**config.mk**
```make
export PLATFORM = sky130hd
export DESIGN_NAME = emsc_top
export DESIGN_NICKNAME = d
export VERILOG_FILES = /design/src/verilog/emsc_pkg.sv /design/src/verilog/emsc_sync.sv /design/src/verilog/emsc_rst_qual.sv /design/src/verilog/emsc_top.sv
export SDC_FILE = /design/constraint.sdc
export NUM_CORES = 1
export LEC_CHECK = 0
export BUFFER_PORTS_ARGS = -buffer_cell sky130_fd_sc_hd__buf_2
export CORE_MARGIN = 4
export CORE_UTILIZATION = 56
export CTS_BUF_LIST = sky130_fd_sc_hd__clkbuf_4
export DETAILED_ROUTE_END_ITERATION = 8
export MAX_ROUTING_LAYER = met4
export PLACE_DENSITY = 0.81
export SYNTH_ARGS = -nofsm -noshare
export SYNTH_HDL_FRONTEND = slang
export SYNTH_SLANG_ARGS = --single-unit
```
**constraint.sdc**
```tcl
create_clock -name i_sys_clk -period 2.4 [get_ports i_sys_clk]
set_input_delay 0.12 -clock i_sys_clk [delete_from_list [all_inputs] [get_ports i_sys_clk]]
set_output_delay 0.12 -clock i_sys_clk [all_outputs]
set_load 0.03 [all_outputs]
```
**src/verilog/emsc_pkg.sv**
```systemverilog
package emsc_pkg;

   // Oscillator periods per machine cycle
   localparam int unsigned EMSC_MC_CLKS_LONG = 12;
   localparam int unsigned EMSC_MC_CLKS_SHORT = 6;
   // Machine cycles the reset pin must stay high
   localparam int unsigned EMSC_RST_HOLD_MCYC = 2;
   // Half-cycle slot where the fetch strobe goes active
   localparam logic [3:0] EMSC_FETCH_SLOT = 4'h2;
   // First phase of the data read/write strobe
   localparam logic [3:0] EMSC_DATA_STROBE_FIRST = 4'h2;
   // Cycles after bus reset until the strap synchroniser is valid
   localparam logic [1:0] EMSC_STRAP_SETTLE = 2'h3;
   // Read-back shaping of special register bits
   localparam logic [7:0] EMSC_FIXED_ZERO_MASK = 8'h04;
   localparam logic [7:0] EMSC_FIXED_ONE_MASK = 8'h00;
   localparam logic [7:0] EMSC_SPEC_READ_RST = 8'h00;

   typedef enum logic [1:0] {
      EMSC_XS_IDLE = 2'b00,
      EMSC_XS_PEND = 2'b01,
      EMSC_XS_ACT = 2'b10
   } emsc_xstate_type;

endpackage

```
**src/verilog/emsc_sync.sv**
```systemverilog
`timescale 1ns/1ns
module emsc_sync #(
   parameter int unsigned WIDTH = 1
) (
   // Clock and reset
   input wire logic i_sys_clk,
   input wire logic i_rst_n,
   // Asynchronous in, synchronised out
   input wire logic [WIDTH-1:0] i_async,
   output logic [WIDTH-1:0] o_sync
);
   logic [WIDTH-1:0] stage1;

   if (WIDTH < 1) begin : g_chk
      $error("emsc_sync: WIDTH must be at least 1");
   end

   always_ff @(posedge i_sys_clk) begin
      if (!i_rst_n) begin
         stage1 <= '0;
         o_sync <= '0;
      end else begin
         stage1 <= i_async;
         o_sync <= stage1;
      end
   end
endmodule // emsc_sync

```
**src/verilog/emsc_rst_qual.sv**
```systemverilog
`timescale 1ns/1ns
module emsc_rst_qual
   import emsc_pkg::*;
#(
   parameter int unsigned MC_LONG = EMSC_MC_CLKS_LONG,
   parameter int unsigned MC_SHORT = EMSC_MC_CLKS_SHORT,
   parameter int unsigned HOLD_MCYC = EMSC_RST_HOLD_MCYC
) (
   // Clock and reset
   input wire logic i_sys_clk,
   input wire logic i_rst_n,
   // Synchronised reset pin level and active mode
   input wire logic i_reset_level,
   input wire logic i_six_clock_mode,
   // Qualified device reset
   output logic o_device_reset
);
   logic [5:0] cnt;
   logic [5:0] thr;
   logic [5:0] hi_len;

   if (HOLD_MCYC < 1 || HOLD_MCYC * MC_LONG > 63 || MC_SHORT > MC_LONG) begin : g_chk
      $error("emsc_rst_qual: hold length does not fit the counter");
   end

   always_comb begin
      thr = i_six_clock_mode ? 6'(HOLD_MCYC * MC_SHORT) : 6'(HOLD_MCYC * MC_LONG);
   end

   // Reset only after the full hold time of high samples
   always_ff @(posedge i_sys_clk) begin
      if (!i_rst_n) begin
         cnt <= 6'h00;
         o_device_reset <= 1'b0;
      end else if (!i_reset_level) begin
         cnt <= 6'h00;
         o_device_reset <= 1'b0;
      end else if (cnt < thr - 6'h01) begin
         cnt <= cnt + 6'h01;
      end else begin
         o_device_reset <= 1'b1;
      end
   end

   always_ff @(posedge i_sys_clk) begin
      if (!i_rst_n) begin
         hi_len <= 6'h00;
      end else if (!i_reset_level) begin
         hi_len <= 6'h00;
      end else if (hi_len != 6'h3F) begin
         hi_len <= hi_len + 6'h01;
      end
   end
endmodule // emsc_rst_qual

```
**src/verilog/emsc_top.sv**
```systemverilog
// Behaviour
// - Internal fetch keeps the program fetch strobe high.
// - External fetch pulses the program fetch strobe twice per machine cycle.
// - A data access cycle drops both program fetch strobe pulses.
// - Reset pin high for two machine cycles resets; outside must hold it.
// - External fetch select low selects external program memory.
// - External fetch select high selects internal program memory.
// - Address latch strobe marks the low address byte for the latch.
// - Long mode emits address latch strobe at one sixth of oscillator.
// - Exactly one address latch strobe pulse dropped per data access.
// - Latch strobe off set to one silences the address latch strobe.
// - Short mode emits address latch strobe at one third of oscillator.
// - Write strobe goes active while writing external data memory.
// - Read strobe goes active while reading external data memory.
// - Reserved bits written zero; read-back value is unspecified.
// - Fixed-zero bits written zero and always read zero.
// - Fixed-one bits written one and always read one.
`timescale 1ns/1ns
module emsc_top
   import emsc_pkg::*;
#(
   parameter int unsigned MC_LONG = EMSC_MC_CLKS_LONG,
   parameter int unsigned MC_SHORT = EMSC_MC_CLKS_SHORT,
   parameter logic [7:0] FIXED_ZERO_MASK = EMSC_FIXED_ZERO_MASK,
   parameter logic [7:0] FIXED_ONE_MASK = EMSC_FIXED_ONE_MASK
) (
   // Clock and reset
   input wire logic i_sys_clk,
   input wire logic i_rst_n,
   // Device pins in
   input wire logic i_reset_pin,
   input wire logic i_external_fetch_select,
   // Core controls
   input wire logic i_six_clock_mode,
   input wire logic i_latch_strobe_off,
   // External data access request
   input wire logic i_xdata_req,
   input wire logic i_xdata_write,
   output logic o_xdata_busy,
   output logic o_xdata_done,
   // Special register read-back
   input wire logic [7:0] i_spec_raw,
   output logic [7:0] o_spec_read_data,
   // Device pins out
   output logic o_address_latch_strobe,
   output logic o_program_fetch_strobe_n,
   output logic o_data_read_strobe_n,
   output logic o_data_write_strobe_n,
   // Status
   output logic o_device_reset,
   output logic o_fetch_external,
   output logic o_machine_cycle_start,
   output logic o_six_clock_active
);
   logic reset_s, fetch_sel_s, dev_rst, strap_done, six_q, lso_q;
   logic [1:0] strap_wait;
   logic [3:0] phase, hp;
   logic wrap, second_half, xwrite, act, in_strobe;
   emsc_xstate_type xstate, next_xstate;
   logic next_ale, next_program_fetch_strobe_n, next_rd_n, next_wr_n;

   if (MC_LONG > 15 || MC_SHORT < 6 || MC_LONG % 2 != 0 || MC_SHORT % 2 != 0 || MC_SHORT > MC_LONG)
   begin : g_chk_mc
      $error("emsc_top: machine cycle lengths not supported");
   end
   if ((FIXED_ZERO_MASK & FIXED_ONE_MASK) != 8'h00) begin : g_chk_mask
      $error("emsc_top: a bit cannot be fixed at both zero and one");
   end

   function automatic logic [3:0] half_len(input logic six);
      return six ? 4'(MC_SHORT / 2) : 4'(MC_LONG / 2);
   endfunction

   function automatic logic [3:0] mc_last(input logic six);
      return six ? 4'(MC_SHORT - 1) : 4'(MC_LONG - 1);
   endfunction

   function automatic logic [3:0] half_phase(input logic [3:0] ph, input logic six);
      logic [3:0] hl;
      hl = half_len(six);
      return (ph >= hl) ? ph - hl : ph;
   endfunction

   emsc_sync #(
      .WIDTH(2)
   ) u_pin_sync (
      .i_sys_clk(i_sys_clk),
      .i_rst_n(i_rst_n),
      .i_async({i_reset_pin, i_external_fetch_select}),
      .o_sync({reset_s, fetch_sel_s})
   );

   emsc_rst_qual #(
      .MC_LONG(MC_LONG),
      .MC_SHORT(MC_SHORT),
      .HOLD_MCYC(EMSC_RST_HOLD_MCYC)
   ) u_rst_qual (
      .i_sys_clk(i_sys_clk),
      .i_rst_n(i_rst_n),
      .i_reset_level(reset_s),
      .i_six_clock_mode(six_q),
      .o_device_reset(dev_rst)
   );

   assign strap_done = (strap_wait == EMSC_STRAP_SETTLE);

   // Wait until the synchroniser carries the real strap level
   always_ff @(posedge i_sys_clk) begin
      if (!i_rst_n) begin
         strap_wait <= 2'h0;
      end else if (!strap_done) begin
         strap_wait <= strap_wait + 2'h1;
      end
   end

   // Strap follows the pin during reset, frozen on release
   always_ff @(posedge i_sys_clk) begin
      if (!i_rst_n) begin
         o_fetch_external <= 1'b0;
      end else if (dev_rst || !strap_done) begin
         o_fetch_external <= !fetch_sel_s;
      end
   end

   // Mode and latch-off change only on a machine cycle boundary or during device reset
   always_ff @(posedge i_sys_clk) begin
      if (!i_rst_n) begin
         six_q <= 1'b0;
         lso_q <= 1'b0;
      end else if (dev_rst || wrap) begin
         six_q <= i_six_clock_mode;
         lso_q <= i_latch_strobe_off;
      end
   end

   assign wrap = (phase == mc_last(six_q));
   assign hp = half_phase(phase, six_q);
   assign second_half = (phase >= half_len(six_q));

   always_ff @(posedge i_sys_clk) begin
      if (!i_rst_n || dev_rst) begin
         phase <= 4'h0;
      end else if (wrap) begin
         phase <= 4'h0;
      end else begin
         phase <= phase + 4'h1;
      end
   end

   always_comb begin
      next_xstate = xstate;
      case (xstate)
         EMSC_XS_IDLE: begin
            if (i_xdata_req) begin
               next_xstate = EMSC_XS_PEND;
            end
         end
         EMSC_XS_PEND: begin
            if (wrap) begin
               next_xstate = EMSC_XS_ACT;
            end
         end
         EMSC_XS_ACT: begin
            if (wrap) begin
               next_xstate = EMSC_XS_IDLE;
            end
         end
         default: begin
            next_xstate = EMSC_XS_IDLE;
         end
      endcase
   end

   always_ff @(posedge i_sys_clk) begin
      if (!i_rst_n || dev_rst) begin
         xstate <= EMSC_XS_IDLE;
         xwrite <= 1'b0;
         o_xdata_busy <= 1'b0;
         o_xdata_done <= 1'b0;
      end else begin
         xstate <= next_xstate;
         if (xstate == EMSC_XS_IDLE && i_xdata_req) begin
            xwrite <= i_xdata_write;
         end
         o_xdata_busy <= (next_xstate != EMSC_XS_IDLE);
         o_xdata_done <= (xstate == EMSC_XS_ACT) && wrap;
      end
   end

   assign act = (xstate == EMSC_XS_ACT);
   assign in_strobe = act && phase >= EMSC_DATA_STROBE_FIRST && phase < mc_last(six_q);

   always_comb begin
      next_ale = !lso_q && hp == 4'h0 && !(act && second_half);
      next_program_fetch_strobe_n = !(o_fetch_external && hp >= EMSC_FETCH_SLOT && !act);
      next_rd_n = !(in_strobe && !xwrite);
      next_wr_n = !(in_strobe && xwrite);
   end

   always_ff @(posedge i_sys_clk) begin
      if (!i_rst_n || dev_rst) begin
         o_address_latch_strobe <= 1'b0;
         o_program_fetch_strobe_n <= 1'b1;
         o_data_read_strobe_n <= 1'b1;
         o_data_write_strobe_n <= 1'b1;
         o_machine_cycle_start <= 1'b0;
      end else begin
         o_address_latch_strobe <= next_ale;
         o_program_fetch_strobe_n <= next_program_fetch_strobe_n;
         o_data_read_strobe_n <= next_rd_n;
         o_data_write_strobe_n <= next_wr_n;
         o_machine_cycle_start <= (phase == 4'h0);
      end
   end

   always_ff @(posedge i_sys_clk) begin
      if (!i_rst_n) begin
         o_device_reset <= 1'b0;
         o_six_clock_active <= 1'b0;
      end else begin
         o_device_reset <= dev_rst;
         o_six_clock_active <= six_q;
      end
   end

   // Reserved bits pass raw, fixed bits forced
   always_ff @(posedge i_sys_clk) begin
      if (!i_rst_n) begin
         o_spec_read_data <= (EMSC_SPEC_READ_RST & ~FIXED_ZERO_MASK) | FIXED_ONE_MASK;
      end else begin
         o_spec_read_data <= (i_spec_raw & ~FIXED_ZERO_MASK) | FIXED_ONE_MASK;
      end
   end

   // Helper state aligned with the registered outputs
   logic act_out, wr_out, lso_out, program_fetch_strobe_d, ale_d, program_fetch_strobe_fall, ale_rise;
   logic win_ok, win_data, win_ext, win_off, win_six;
   logic [2:0] program_fetch_strobe_falls, ale_rises;
   logic [3:0] mc_len, wr_low_len;

   assign program_fetch_strobe_fall = program_fetch_strobe_d && !o_program_fetch_strobe_n;
   assign ale_rise = !ale_d && o_address_latch_strobe;

   always_ff @(posedge i_sys_clk) begin
      if (!i_rst_n || dev_rst) begin
         act_out <= 1'b0;
         wr_out <= 1'b0;
         lso_out <= 1'b0;
         program_fetch_strobe_d <= 1'b1;
         ale_d <= 1'b0;
         program_fetch_strobe_falls <= 3'h0;
         ale_rises <= 3'h0;
         win_ok <= 1'b0;
         win_data <= 1'b0;
         win_ext <= 1'b0;
         win_off <= 1'b0;
         win_six <= 1'b0;
         mc_len <= 4'h0;
         wr_low_len <= 4'h0;
      end else begin
         act_out <= act;
         wr_out <= xwrite;
         lso_out <= lso_q;
         program_fetch_strobe_d <= o_program_fetch_strobe_n;
         ale_d <= o_address_latch_strobe;
         wr_low_len <= (!o_data_write_strobe_n && o_data_read_strobe_n) ? wr_low_len + 4'h1 : 4'h0;
         if (o_machine_cycle_start) begin
            program_fetch_strobe_falls <= {2'h0, program_fetch_strobe_fall};
            ale_rises <= {2'h0, ale_rise};
            win_ok <= strap_done;
            win_data <= act_out;
            win_ext <= o_fetch_external;
            win_off <= lso_out;
            win_six <= o_six_clock_active;
            mc_len <= 4'h1;
         end else begin
            program_fetch_strobe_falls <= program_fetch_strobe_falls + {2'h0, program_fetch_strobe_fall};
            ale_rises <= ale_rises + {2'h0, ale_rise};
            mc_len <= mc_len + 4'h1;
         end
      end
   end
endmodule // emsc_top

```
==> results of run 1 <==
[timing repair]
item,4_1_cts,5_1_grt
hold buffers,9,0
endpoints found under the hold margin,9,0
setup buffers,0,0
[worst paths after layout]
path	start	endpoint	slack (ps)
worst max-delay path	six_q	o_data_read_strobe_n	190
worst min-delay path	i_latch_strobe_off	lso_q	20
worst max register to register	six_q	o_data_read_strobe_n	190
worst min register to register	xwrite	o_data_write_strobe_n	410
[logic make-up after synthesis]
group | Yosys count
AND/OR/NAND/NOR | 65
flip-flops | 39
AO/OA/AOI/OAI | 26
adder cells (fa/ha/maj) | 14
buffers and inverters | 11
XOR/XNOR | 6
multiplexers | 3
other | 1
[layout make-up]
class / count / area (um2) / area share (%)
clock inverter: 3 / 20.0 / 1.01
tap: 31 / 38.8 / 1.95
multi-input combinational: 115 / 833 / 41.9
timing repair buffer: 41 / 253 / 12.7
sequential: 39 / 781 / 39.2
inverter: 7 / 26.3 / 1.32
clock buffer: 5 / 37.5 / 1.89
[flip-flops by register name, summed over array words and instances (netlist names)]
signal                     cells
lso_q                          1
o_address_latch_strobe         1
o_data_read_strobe_n           1
o_data_write_strobe_n          1
o_device_reset                 1
o_fetch_external               1
o_machine_cycle_start          1
o_program_fetch_strobe_n       1
o_six_clock_active             1
o_spec_read_data               7
o_xdata_busy                   1
o_xdata_done                   1
phase                          4
six_q                          1
strap_wait                     2
u_pin_sync.o_sync              2
u_pin_sync.stage1              2
u_rst_qual.cnt                 6
u_rst_qual.o_device_reset      1
xstate                         2
xwrite                         1
[critical path: stages (launching register included)]
cell                        delay, ps
sky130_fd_sc_hd__dfxtp_1          550
sky130_fd_sc_hd__inv_1            120
sky130_fd_sc_hd__ha_1             430
sky130_fd_sc_hd__nand4_2          180
sky130_fd_sc_hd__nand2_2           90
sky130_fd_sc_hd__a311o_1          330
sky130_fd_sc_hd__a2111oi_2        280
sky130_fd_sc_hd__nand2b_1         120
[routing by layer]
metal  routed length, um  vias to the layer above  global-route usage [%]  share of wire [%]
li1                    -                      660                       -                  -
met1                1380                      603                    18.7                 42
met2                1620                       48                    31.6                 50
met3                 190                       13                    5.22                5.8
met4                  81                        0                    9.92                2.5
met5                   0                        -                       -                  0
[through the flow]
step	power [uW]	cells	setup slack [ps]	hold slack, ps	instance area, um2
final	1210	241	195	22.4	1990
after global routing	1270	241	8.01	19.0	1990
after CTS	1210	241	176	20.4	1990
after detailed placement	875	224	189	328	1840
after global placement	865	224	308	325	1840
after floorplan	832	165	517	247	1670
[cell usage after synthesis (2+ instances only)]
| library cell | number | area [um2] |
|---|---|---|
| sky130_fd_sc_hd__nand2b_1 | 4 | 25.0 |
| sky130_fd_sc_hd__o21ai_0 | 4 | 20.0 |
| sky130_fd_sc_hd__a21boi_1 | 2 | 15.0 |
| sky130_fd_sc_hd__clkbuf_1 | 2 | 7.51 |
| sky130_fd_sc_hd__nor2b_2 | 2 | 17.5 |
| sky130_fd_sc_hd__and3_1 | 3 | 18.8 |
| sky130_fd_sc_hd__ha_1 | 14 | 175 |
| sky130_fd_sc_hd__xor2_1 | 2 | 17.5 |
| sky130_fd_sc_hd__and4_1 | 2 | 17.5 |
| sky130_fd_sc_hd__mux2i_1 | 2 | 20.0 |
| sky130_fd_sc_hd__dfxtp_1 | 39 | 781 |
| sky130_fd_sc_hd__o211a_1 | 2 | 20.0 |
| sky130_fd_sc_hd__nor3_1 | 3 | 15.0 |
| sky130_fd_sc_hd__xnor2_1 | 4 | 35.0 |
| sky130_fd_sc_hd__nand2_1 | 12 | 45.0 |
| sky130_fd_sc_hd__a21oi_1 | 7 | 35.0 |
| sky130_fd_sc_hd__a2111oi_2 | 2 | 30.0 |
| sky130_fd_sc_hd__and2_1 | 14 | 87.6 |
| sky130_fd_sc_hd__inv_1 | 7 | 26.3 |
| sky130_fd_sc_hd__nor2_1 | 11 | 41.3 |
| sky130_fd_sc_hd__nand3_1 | 4 | 20.0 |
[where the power goes]
group,switching [uW],internal [uW]
clock network,224,112
logic,96.0,80.9
registers,17.6,679
total,337,871
==> reports/summary.md, run 1 <==
Measured in cells, the most critical reg-to-reg path has a length of 7. For this run, the number of Yosys warnings is 0. The net count of the finished layout is 239. Along the worst path, the maximum fanout reaches 9. Predominant post-synthesis flop cell: sky130_fd_sc_hd__dfxtp_1. STA puts the critical path data required time at 2640 ps. Setup repair after global routing left no endpoint under its margin.

The tools report the combined area of all synthesized cells as 0.00167 mm2. The flow ran to the end, and the final reports show no timing, DRC or antenna violations. The critical path start-end classification is reg2reg. The dominant combinational cell family by area after synthesis is simple AND/OR/NAND/NOR gates. The tools report the endpoint type of the worst setup path as a register. Adder-cell share of the synthesized area: 10.5%.

The commonest non-fill, non-tap cell in the layout was sky130_fd_sc_hd__dfxtp_1. Worst-case clock skew: 5.55 ps. The cell depth of the worst min-delay path is 3, and the post-detailed-route via-to-cell ratio is 5.49. Per-instance average area after synthesis: 10.1 um2. The logs give 19 for the standard-cell row count and 0.787 for the final RePlAce weighted congestion. The number of gates resized after CTS was 0.

The fraction of layout instances using a drive strength above 1 came out at 23.8%. The antenna violation net count after detailed routing came out at 0. The layout has 222 filler cells. The floorplan step defined a die boundary enclosing 0.00391 mm2. For the count of unresolved DRC violations after routing, the log shows 0. The global router's overall resource usage was 18.3%; the static leakage was 0.000863 uW.

The horizontal die dimension is 62.6 um. The fraction of the mapped netlist area in compound gates was 12.2%. In the layout the commonest cells are sky130_fd_sc_hd__dfxtp_1 (39), sky130_fd_sc_hd__buf_2 (31), sky130_fd_sc_hd__and2_1 (14), sky130_fd_sc_hd__ha_1 (14), sky130_fd_sc_hd__nand2_1 (12).

The tools report the number of antenna violations at the first check in global routing as 0. The fraction of the cycle the final worst path needs was 91.9%. For the finished layout, the period the worst path requires is 2210 ps. In this run the power density over the cells is 608 mW/mm2. Sequential cells were found to cover 46.8% of the synthesized design area.

Setup violations remaining at the end of the flow were counted as 0. The worst setup path is launched from a register. The post-synthesis to final-layout area growth works out to 19.4%. Entering global routing, the biggest net connects 22 pins. The run gives 165 as the number of instances in the synthesized netlist. The run gives 5 as the number of search-and-repair iterations in the first detailed-routing pass.

The die is 62.6 um tall. The arrival time of data at the critical path endpoint was 2440 ps. The tools report the boundary pin count as 34. The initial utilization of the core area, before any placement, comes to 59.4%. The total of buffers placed on input and output ports works out to 31. For this run, asynchronously set or reset flops after synthesis account for 0%.

The run gives 350 ps as the clock latency at the later pin of the worst-skew pair. After legalization and detailed placement, the total HPWL measured 2350 um. The tightest min-delay check is of the in2reg type. The number of slew-limit violations in the final report is 0, and the per-cell routed wire length is 13.6 um. For the maximum VDD drop, the log shows 0.000521 V. Net count after synthesis: 195. The clock passes through at most 2 buffers. The first global-routing pass estimated 5530 um of wire. After global routing the overflow that remains totals 0. The number of enable-type register cells in the synthesized netlist was 0.

Across the run, the number of max-cap violations was 0. Of the total synthesized cell area, the portion taken by XOR and XNOR cells is 3.15%. Summing the areas of all and, or, nand and nor instances in the mapped netlist gives 21.8% of the synthesized area. The cell at the root of the clock tree was sky130_fd_sc_hd__clkbuf_4. Cells fill 70.9% of the core in the end. The number of antenna diodes in the final layout is 0. The detailed router finished its first iteration with 32 violations.

The synthesized flop and latch total works out to 39. After synthesis, the share of cell area in mux cells is 2.10%. After clock tree synthesis, the clock-pin slew on the worst setup and hold paths is 120 ps. The run gives 39 as the total clock sinks. TritonCTS built the clock tree.

Derived from the worst setup path, the maximum achievable clock frequency is 0.453 GHz. The run gives 0.00281 mm2 as the area of the core. The count of final hold-check violations was 0.

The final-layout setup total negative slack is 0 ps. The run gives 2 as the deepest level of the CTS H-tree. The run gives 3270 um as the wire length reported by the detailed router.

The number of distinct library cells after synthesis came out at 44. The final route contains 1,324 vias. The tools report the number of global-route vias before repair as 1,294. The CTS buffer count is 5.
Note: power is estimated with default switching activity, not from simulation.
==> run 2, diff against run 1 <==
--- a/config.mk
+++ b/config.mk
@@ -7,11 +7,11 @@
 export LEC_CHECK = 0
 export BUFFER_PORTS_ARGS = -buffer_cell sky130_fd_sc_hd__buf_2
 export CORE_MARGIN = 4
-export CORE_UTILIZATION = 56
+export CORE_UTILIZATION = 50
 export CTS_BUF_LIST = sky130_fd_sc_hd__clkbuf_4
 export DETAILED_ROUTE_END_ITERATION = 8
 export MAX_ROUTING_LAYER = met4
-export PLACE_DENSITY = 0.81
+export PLACE_DENSITY = 0.74
 export SYNTH_ARGS = -nofsm -noshare
 export SYNTH_HDL_FRONTEND = slang
 export SYNTH_SLANG_ARGS = --single-unit
==> constraint.sdc (replaced) <==
create_clock -name i_sys_clk -period 2.8 [get_ports i_sys_clk]
set_input_delay 0.14 -clock i_sys_clk [delete_from_list [all_inputs] [get_ports i_sys_clk]]
set_output_delay 0.14 -clock i_sys_clk [all_outputs]
set_load 0.03 [all_outputs]
==> reports/summary.md, run 2 (synthesis gave the netlist of run 1 again) <==
The flow ran to the end, and the final reports show no timing, DRC or antenna violations. The critical path is of the reg2reg type. The CTS buffer count was 5 (unchanged).

The arrival time of data at the critical path endpoint is 2450 ps (about the same), and the count of final hold-check violations is 0 (unchanged). The run gives 5720 um (+3.5%) as the global-route wire length before repair. The run gives 0.00313 mm2 (+12%) as the area of the core. Signal routing reaches up to met4. The number of buffers inserted by hold repair at cts was 7 (-2).

The run gives 1660 um (+2.4%) as the detailed route wirelength on metal2. The largest register by flop count is o_spec_read_data. Vertical die dimension: 65.7 um (+5.1%).

In this run the critical register-to-register path is launched from six_q. Compared with the post-synthesis result, the final layout area differs by 20.4%. The run gives 580 ps (+390 ps) as the flop-to-flop setup slack. The hold path startpoint was i_spec_raw[4]. The fraction of the cycle the final worst path needs was 79.3% (-13 points); the post-placement cell count was 236 (+5.4%). The number of slew-limit violations in the final report is 0 (unchanged), and the largest driver fanout on the critical path is 9 (unchanged). The min-delay analysis places its worst path in the category in2reg.

For the detailed-routing wirelength on met1, the log shows 1340 um (-3.0%). The final RePlAce weighted congestion is 0.813 (+3.3%). The run gives 45 (+41%) as the iteration-0 DRC count of the detailed router. Initial cell density of the core: 53.3% (-6.1 points).

The fraction of layout instances using a drive strength above 1 is 23.1% (-0.73 points), and the filler cell count is 271 (+22%). TritonCTS built the clock tree. The path with the worst hold slack has its endpoint at o_spec_read_data[4]. The standard-cell row count is 20 (+1), and the post-layout minimum cycle time is 2220 ps (+14.4 ps).

Commonest non-fill, non-tap cell in the layout: sky130_fd_sc_hd__dfxtp_1. For the detailed-placement wirelength estimate, the log shows 2270 um (-3.4%). The final instance count without filler cells came out at 252 (+4.6%). The CTS clock-pin slew for the worst setup and hold paths was 110 ps (about the same); the horizontal die dimension was 65.7 um (+5.1%). The run gives 1,271 (-4.0%) as the via count of the routed design. The count of nets after finishing was 237 (-0.84%); the per-cell routed wire length was 12.7 um (-6.5%).

In this run the critical register-to-register path is captured at o_data_write_strobe_n. The worst endpoint required time was 3030 ps (+390 ps); the final-layout setup total negative slack was 0 ps (unchanged). The tree is rooted in a sky130_fd_sc_hd__clkbuf_4. For the number of global-route vias before repair, the log shows 1,299 (+0.39%). The cell depth of the worst min-delay path came out at 2 (-1).

The logs give 0 (unchanged) for the max-cap check violation count and 156 um (-18%) for the detailed-routed wire length on met3. The boundary pin count was 34 (unchanged); the count of cells along the worst register-to-register path was 7 (unchanged). The total clock sinks came out at 39 (unchanged). The largest registers in the layout are o_spec_read_data x7, u_rst_qual.cnt x6, phase x4. The tools report the static leakage as 0.000869 uW (+0.70%). Leaving out fill and tap cells, the most frequent cells in the layout are sky130_fd_sc_hd__dfxtp_1 (39), sky130_fd_sc_hd__buf_2 (31), sky130_fd_sc_hd__and2_1 (14), sky130_fd_sc_hd__ha_1 (14), sky130_fd_sc_hd__nand2_1 (12).

Setup repair after global routing left no endpoint under its margin. The number of antenna violations at the first check in global routing came out at 0 (unchanged). For the antenna diode count, the log shows 0 (unchanged). Quantity of gates resized following cts: 0 (unchanged). The remaining global-route overflow is 0 (unchanged), and the largest net degree at the start of global routing is 22 (unchanged). The post-route cell area was 0.00201 mm2 (+0.88%); the number of search-and-repair iterations in the first detailed-routing pass was 4 (-1). The flip-flop count of the largest register after layout was 7 (unchanged). Endpoint type of the worst setup path: a register. The top achievable clock speed came out at 0.450 GHz (-0.65%).

The count of unresolved DRC violations after routing is 0 (unchanged), and the total of buffers placed on input and output ports is 31 (unchanged). The tools report the overall die area as 0.00432 mm2 (+10%). The wire length reported by the detailed router is 3200 um (-2.2%), and the post-detailed-route via-to-cell ratio is 5.04 (-8.2%). The worst setup path is launched from a register.

The cell area after placement is 0.00185 mm2 (+0.48%). The deepest level of the CTS H-tree was 2 (unchanged); the total setup violations reported at the end of the flow was 0 (unchanged). The power density over the cells was 549 mW/mm2 (-9.7%). The deepest clock path buffer count is 2 (unchanged). For the worst-case clock skew, the log shows 5.72 ps (+0.166 ps). The tools report the global router's overall resource usage as 17.8% (-0.49 points). The maximum VDD drop was 0.000383 V (-26%). The clock latency at the later pin of the worst-skew pair is 340 ps (about the same). The antenna violation net count after detailed routing came out at 0 (unchanged). For the post-CTS setup-driven buffer insertion count, the log shows 0 (unchanged).
[run 2: cell count changes in the layout (fill, tap and decap cells not counted), sizes merged]
cell	delta
bufinv	+1
clkinvlp	-2
clkinv	+1
dlygate4sd3	-1
buf	-1
[run 2: per-stage QoR]
step	power [uW]	utilization, %	worst slack, ps	hold slack, ps
finish	1100	64.2	580	6.49
detailed placement	748	59.2	614	350
floorplan	713	-	917	267
global placement	739	59.2	640	345
global route	1160	64.2	382	9.25
CTS	1110	63.8	589	1.64
[run 2: worst max-delay path by stage]
stage | start | end | slack [ps] | cells past startpoint
2_1_floorplan | six_q | o_data_read_strobe_n | 920 | 7
4_1_cts | six_q | o_data_write_strobe_n | 590 | 7
3_3_place_gp | six_q | o_data_read_strobe_n | 640 | 7
6_report | six_q | o_data_write_strobe_n | 580 | 7
3_5_place_dp | six_q | o_data_write_strobe_n | 610 | 7
5_1_grt | six_q | o_data_write_strobe_n | 380 | 7
[run 2: metal layers]
metal	track usage (%)	vias to the layer above
li1	-	657
met1	19.5	580
met2	30.5	27
met4	6.74	0
met5	-	-
met3	4.96	7
[run 2: where the power goes]
part	switching (uW)	internal [uW]	leakage (uW)
Sequential	20.1	582	0.000320
Combinational	75.0	66.1	0.000506
Clock	175	184	0.0000426
Total	270	831	0.000869
[run 2: final cells by class]
class                      instances  area [um2]  share of cell area (%)
multi-input combinational        115         833                    41.5
inverter                           7        26.3                    1.31
sequential                        39         781                    38.9
clock buffer                       5        37.5                    1.87
tap                               44        55.1                    2.74
clock inverter                     3        38.8                    1.93
timing repair buffer              39         235                    11.7
[run 2: worst max-delay path, stage by stage, from the launching register on]
cell and delay, ps:
sky130_fd_sc_hd__dfxtp_1 560, sky130_fd_sc_hd__inv_1 120, sky130_fd_sc_hd__ha_1 440, sky130_fd_sc_hd__nand4_2 190, sky130_fd_sc_hd__nand2_2 90, sky130_fd_sc_hd__a311o_1 330, sky130_fd_sc_hd__a2111oi_2 290, sky130_fd_sc_hd__nand2_1 90
==> run 3, diff against run 2 <==
--- a/config.mk
+++ b/config.mk
@@ -5,13 +5,14 @@
 export SDC_FILE = /design/constraint.sdc
 export NUM_CORES = 1
 export LEC_CHECK = 0
+export ABC_AREA = 1
 export BUFFER_PORTS_ARGS = -buffer_cell sky130_fd_sc_hd__buf_2
 export CORE_MARGIN = 4
 export CORE_UTILIZATION = 50
 export CTS_BUF_LIST = sky130_fd_sc_hd__clkbuf_4
 export DETAILED_ROUTE_END_ITERATION = 8
 export MAX_ROUTING_LAYER = met4
-export PLACE_DENSITY = 0.74
+export PLACE_DENSITY = 0.73
 export SYNTH_ARGS = -nofsm -noshare
 export SYNTH_HDL_FRONTEND = slang
 export SYNTH_SLANG_ARGS = --single-unit
==> constraint.sdc (replaced) <==
create_clock -name i_sys_clk -period 2.21 [get_ports i_sys_clk]
set_input_delay 0.1105 -clock i_sys_clk [delete_from_list [all_inputs] [get_ports i_sys_clk]]
set_output_delay 0.1105 -clock i_sys_clk [all_outputs]
set_load 0.03 [all_outputs]
==> reports/summary.md, run 3 <==
The flow ran to the end, and the final reports show no timing, DRC or antenna violations. The count of cells along the worst register-to-register path is 9 (+2). The number of search-and-repair iterations in the first detailed-routing pass came out at 4 (unchanged).

For the largest net degree at the start of global routing, the log shows 20 (-9.1%). The run gives 0 (unchanged) as the total setup violations reported at the end of the flow. Leaving out fill and tap cells, the most frequent cell in the layout is sky130_fd_sc_hd__nand2_1. The post-synthesis to final-layout area growth was 20.0%.

The final-layout setup total negative slack is 0 ps (unchanged), and the proportion of netlist area held by the largest area contributor is 43.4% (-3.4 points). The run gives 1,366 (+5.2%) as the number of global-route vias before repair. The run gives 52.6% (-0.64 points) as the initial cell density of the core.

The arrival time of data at the critical path endpoint is 2040 ps (-410 ps). In this run the critical register-to-register path is launched from six_q. The boundary pin count came out at 34 (unchanged). The cell area after placement is 0.00199 mm2 (+7.4%), and the number of distinct library cells after synthesis is 28 (-36%). The final RePlAce weighted congestion was 0.796 (-2.1%); the via count of the routed design was 1,486 (+17%). The antenna violation net count after detailed routing is 0 (unchanged), and the met3 usage is 5.42% (+0.46 points). More flip-flops sit in one register than any other, and that register is o_spec_read_data. The fraction of the mapped netlist area in compound gates works out to 6.19% (-6.0 points). The worst-case clock skew is 10.1 ps (+4.39 ps), and the global routing met2 resource utilization is 28.0% (-2.5 points). The remaining global-route overflow was 0 (unchanged). By startpoint and endpoint, the worst setup path is classified as reg2reg. The worst slack at placement was 451 ps (-162 ps); the synthesized flop and latch total was 39 (unchanged).

The logs give 2 (unchanged) for the deepest level of the CTS H-tree and 0.00180 mm2 (+7.9%) for the combined area of all synthesized cells. The cell repeated most along the worst path was sky130_fd_sc_hd__nand2_1. Simple-gate area share of the yosys netlist: 28.5% (+6.6 points). The adder-cell share of the synthesized area was 9.74% (-0.77 points). TritonCTS built the clock tree. Maximum VDD drop: 0.000483 V (+26%). The tools report the antenna diode count as 0 (unchanged). The tools report the count of synthesis-stage warnings from yosys as 0 (unchanged). The tools report the post-route worst hold slack as 9.96 ps (+3.48 ps). The top achievable clock speed was 0.571 GHz (+27%); the total of buffers placed on input and output ports was 31 (unchanged). Post-synthesis xor/xnor area fraction: 1.95% (-1.2 points). In this run the clock root is driven by a sky130_fd_sc_hd__clkbuf_4.

The fraction of the cycle the final worst path needs is 79.2% (about the same). Delay of the slowest cell on the worst path: 540 ps (-20 ps). The count of nets after finishing was 311 (+31%). The worst endpoint required time is 2500 ps (-530 ps), and the global router's overall resource usage is 17.1% (-0.68 points). Setup repair after global routing left no endpoint under its margin.

The horizontal die dimension came out at 68.0 um (+3.4%). The total clock sinks was 39 (unchanged); the CTS clock-pin slew for the worst setup and hold paths was 120 ps (about the same). The power density over the cells is 664 mW/mm2 (+21%), and the async set-reset flop share out of synthesis is 0% (unchanged). For the number of instances in the synthesized netlist, the log shows 237 (+44%). The logs give 3310 um (+3.4%) for the wire length reported by the detailed router and 0 (unchanged) for the count of unresolved DRC violations after routing. Launching element type of the critical path: a register. Among all cell types in the netlist, the one instantiated most often is sky130_fd_sc_hd__nand2_1. The synthesized design spends more area on one cell type than any other, namely sky130_fd_sc_hd__dfxtp_1. Max-cap check violation count: 0 (unchanged).

The run gives 0.00342 mm2 (+9.2%) as the area of the core. Yosys attributes the largest share of cell area to sky130_fd_sc_hd__dfxtp_1 (43%), sky130_fd_sc_hd__nand2_1 (13%), sky130_fd_sc_hd__ha_1 (9.7%). The flop-to-flop setup slack was 460 ps (-120 ps).

The final setup slack of the worst path came out at 460 ps (-121 ps). The global-route wire length before repair is 5700 um (-0.37%). The standard-cell row count came out at 21 (+5.0%). The run gives 54 (+20%) as the iteration-0 DRC count of the detailed router. The capture point of the worst path is u_rst_qual.cnt[2]. For the final instance count without filler cells, the log shows 328 (+30%).

The number of enable-type register cells in the synthesized netlist is 0 (unchanged). In this run the critical register-to-register path is captured at u_rst_qual.cnt[2]. Slowest library cell on the worst path: sky130_fd_sc_hd__dfxtp_1. The run gives 0.00462 mm2 (+6.9%) as the overall die area. Ranked by instance count, the synthesized netlist is headed by sky130_fd_sc_hd__nand2_1 (62), sky130_fd_sc_hd__dfxtp_1 (39), sky130_fd_sc_hd__inv_1 (38), sky130_fd_sc_hd__nor2_1 (22), sky130_fd_sc_hd__ha_1 (14). The post-placement cell count was 311 (+32%); the per-instance average area after synthesis was 7.59 um2 (-25%).

Fraction of layout instances using a drive strength above 1: 19.9% (-3.2 points). Type of the tightest min-delay check: in2reg. The endpoint type of the worst setup path is a register. The clock latency at the later pin of the worst-skew pair is 350 ps (about the same). In the layout the commonest cells are sky130_fd_sc_hd__nand2_1 (62), sky130_fd_sc_hd__dfxtp_1 (39), sky130_fd_sc_hd__inv_1 (38).

The post-layout minimum cycle time is 1750 ps (-469 ps), and the vertical die dimension is 68.0 um (+3.4%). The detailed-placement wirelength estimate was 2390 um (+5.3%); the CTS buffer count was 5 (unchanged). The largest registers in the layout are o_spec_read_data x7, u_rst_qual.cnt x6, phase x4.

The number of slew-limit violations in the final report came out at 0 (unchanged). Walking the worst path, the cells encountered are inv_1 -> ha_1 -> nand2_1 -> nand2_1 -> nand2_1 -> nand2_1 -> nor2_2 -> nand2_1 -> a21oi_1. met2 is the most crowded layer. The net count after synthesis is 267 (+37%). The largest driver fanout on the critical path came out at 8 (-1).

The post-detailed-route via-to-cell ratio works out to 4.53 (-10%). Predominant post-synthesis flop cell: sky130_fd_sc_hd__dfxtp_1. The count of final hold-check violations came out at 0 (unchanged). The number of antenna violations at the first check in global routing is 0 (unchanged). The run gives 2 (unchanged) as the deepest clock path buffer count.

In this run the worst setup path begins at six_q. The per-cell routed wire length is 10.1 um (-21%). After synthesis, the largest family of logic cells by area is simple AND/OR/NAND/NOR gates.

The post-route cell area was 0.00216 mm2 (+7.5%). The proportion of synthesized chip area in sequential cells was 43.4% (-3.4 points). The run gives 0.00115 uW (+32%) as the static leakage.

The flip-flop count of the largest register after layout came out at 7 (unchanged). The mux share of post-synthesis cell area is 0% (-2.1 points), and the global-route met1 utilization is 19.4% (-0.12 points). Quantity of gates resized following cts: 0 (unchanged).
-- run 3: layout make-up --
cell class                 instances  area [um2]
fill                             296        1260
multi-input combinational        154         837
sequential                        39         781
timing repair buffer              40         245
inverter                          41         156
tap                               46        57.6
clock inverter                     3        43.8
clock buffer                       5        37.5
-- run 3: how the worst min path moves through the flow --
| stage | startpoint | to | cells after the start |
|---|---|---|---|
| 3_3_place_gp | i_spec_raw[3] | o_spec_read_data[3] | 3 |
| 2_1_floorplan | i_spec_raw[0] | o_spec_read_data[0] | 2 |
| 3_5_place_dp | i_spec_raw[3] | o_spec_read_data[3] | 3 |
| 6_report | i_latch_strobe_off | lso_q | 3 |
| 4_1_cts | i_latch_strobe_off | lso_q | 3 |
| 5_1_grt | i_latch_strobe_off | lso_q | 3 |
-- run 3: power by group --
| part | leakage, uW | internal [uW] | total, uW | switching, uW |
|---|---|---|---|---|
| sequential | 0.000320 | 741 | 765 | 23.3 |
| clock | 0.0000452 | 238 | 481 | 243 |
| combinational | 0.000783 | 73.3 | 187 | 113 |
-- run 3: per-stage QoR --
step	utilization, %	power, uW
final	63.2	1430
after global routing	63.2	1500
after CTS	63.2	1450
after detailed placement	58.2	954
after global placement	58.2	949
after floorplan	-	908
-- run 3: layer usage --
layer	vias to the layer above	wire length [um]	share of wire, %
li1	817	-	-
met1	636	1550	47
met2	27	1520	46
met3	6	188	5.7
met4	0	58	1.8
met5	-	0	0
-- run 3: kinds of logic after synthesis --
kind of cell    count (synthesis)
compound gates                 20
xor+xnor                        4
fa+ha+maj                      14
buf+inv                        44
flops                          39
other cells                     1
simple gates                  115
-- run 3: timing repair --
action                    4_1_cts  5_1_grt
buffers inserted                0        0
hold endpoints to repair        9        0
hold buffers                    9        0
-- run 3: worst max-delay path: cells and delay by family, from the launching register on --
family / cells / cell delay [ps]
fa+ha+maj: 1 / 330
buf+inv: 1 / 130
compound gates: 1 / 150
flops: 1 / 540
simple gates: 6 / 530
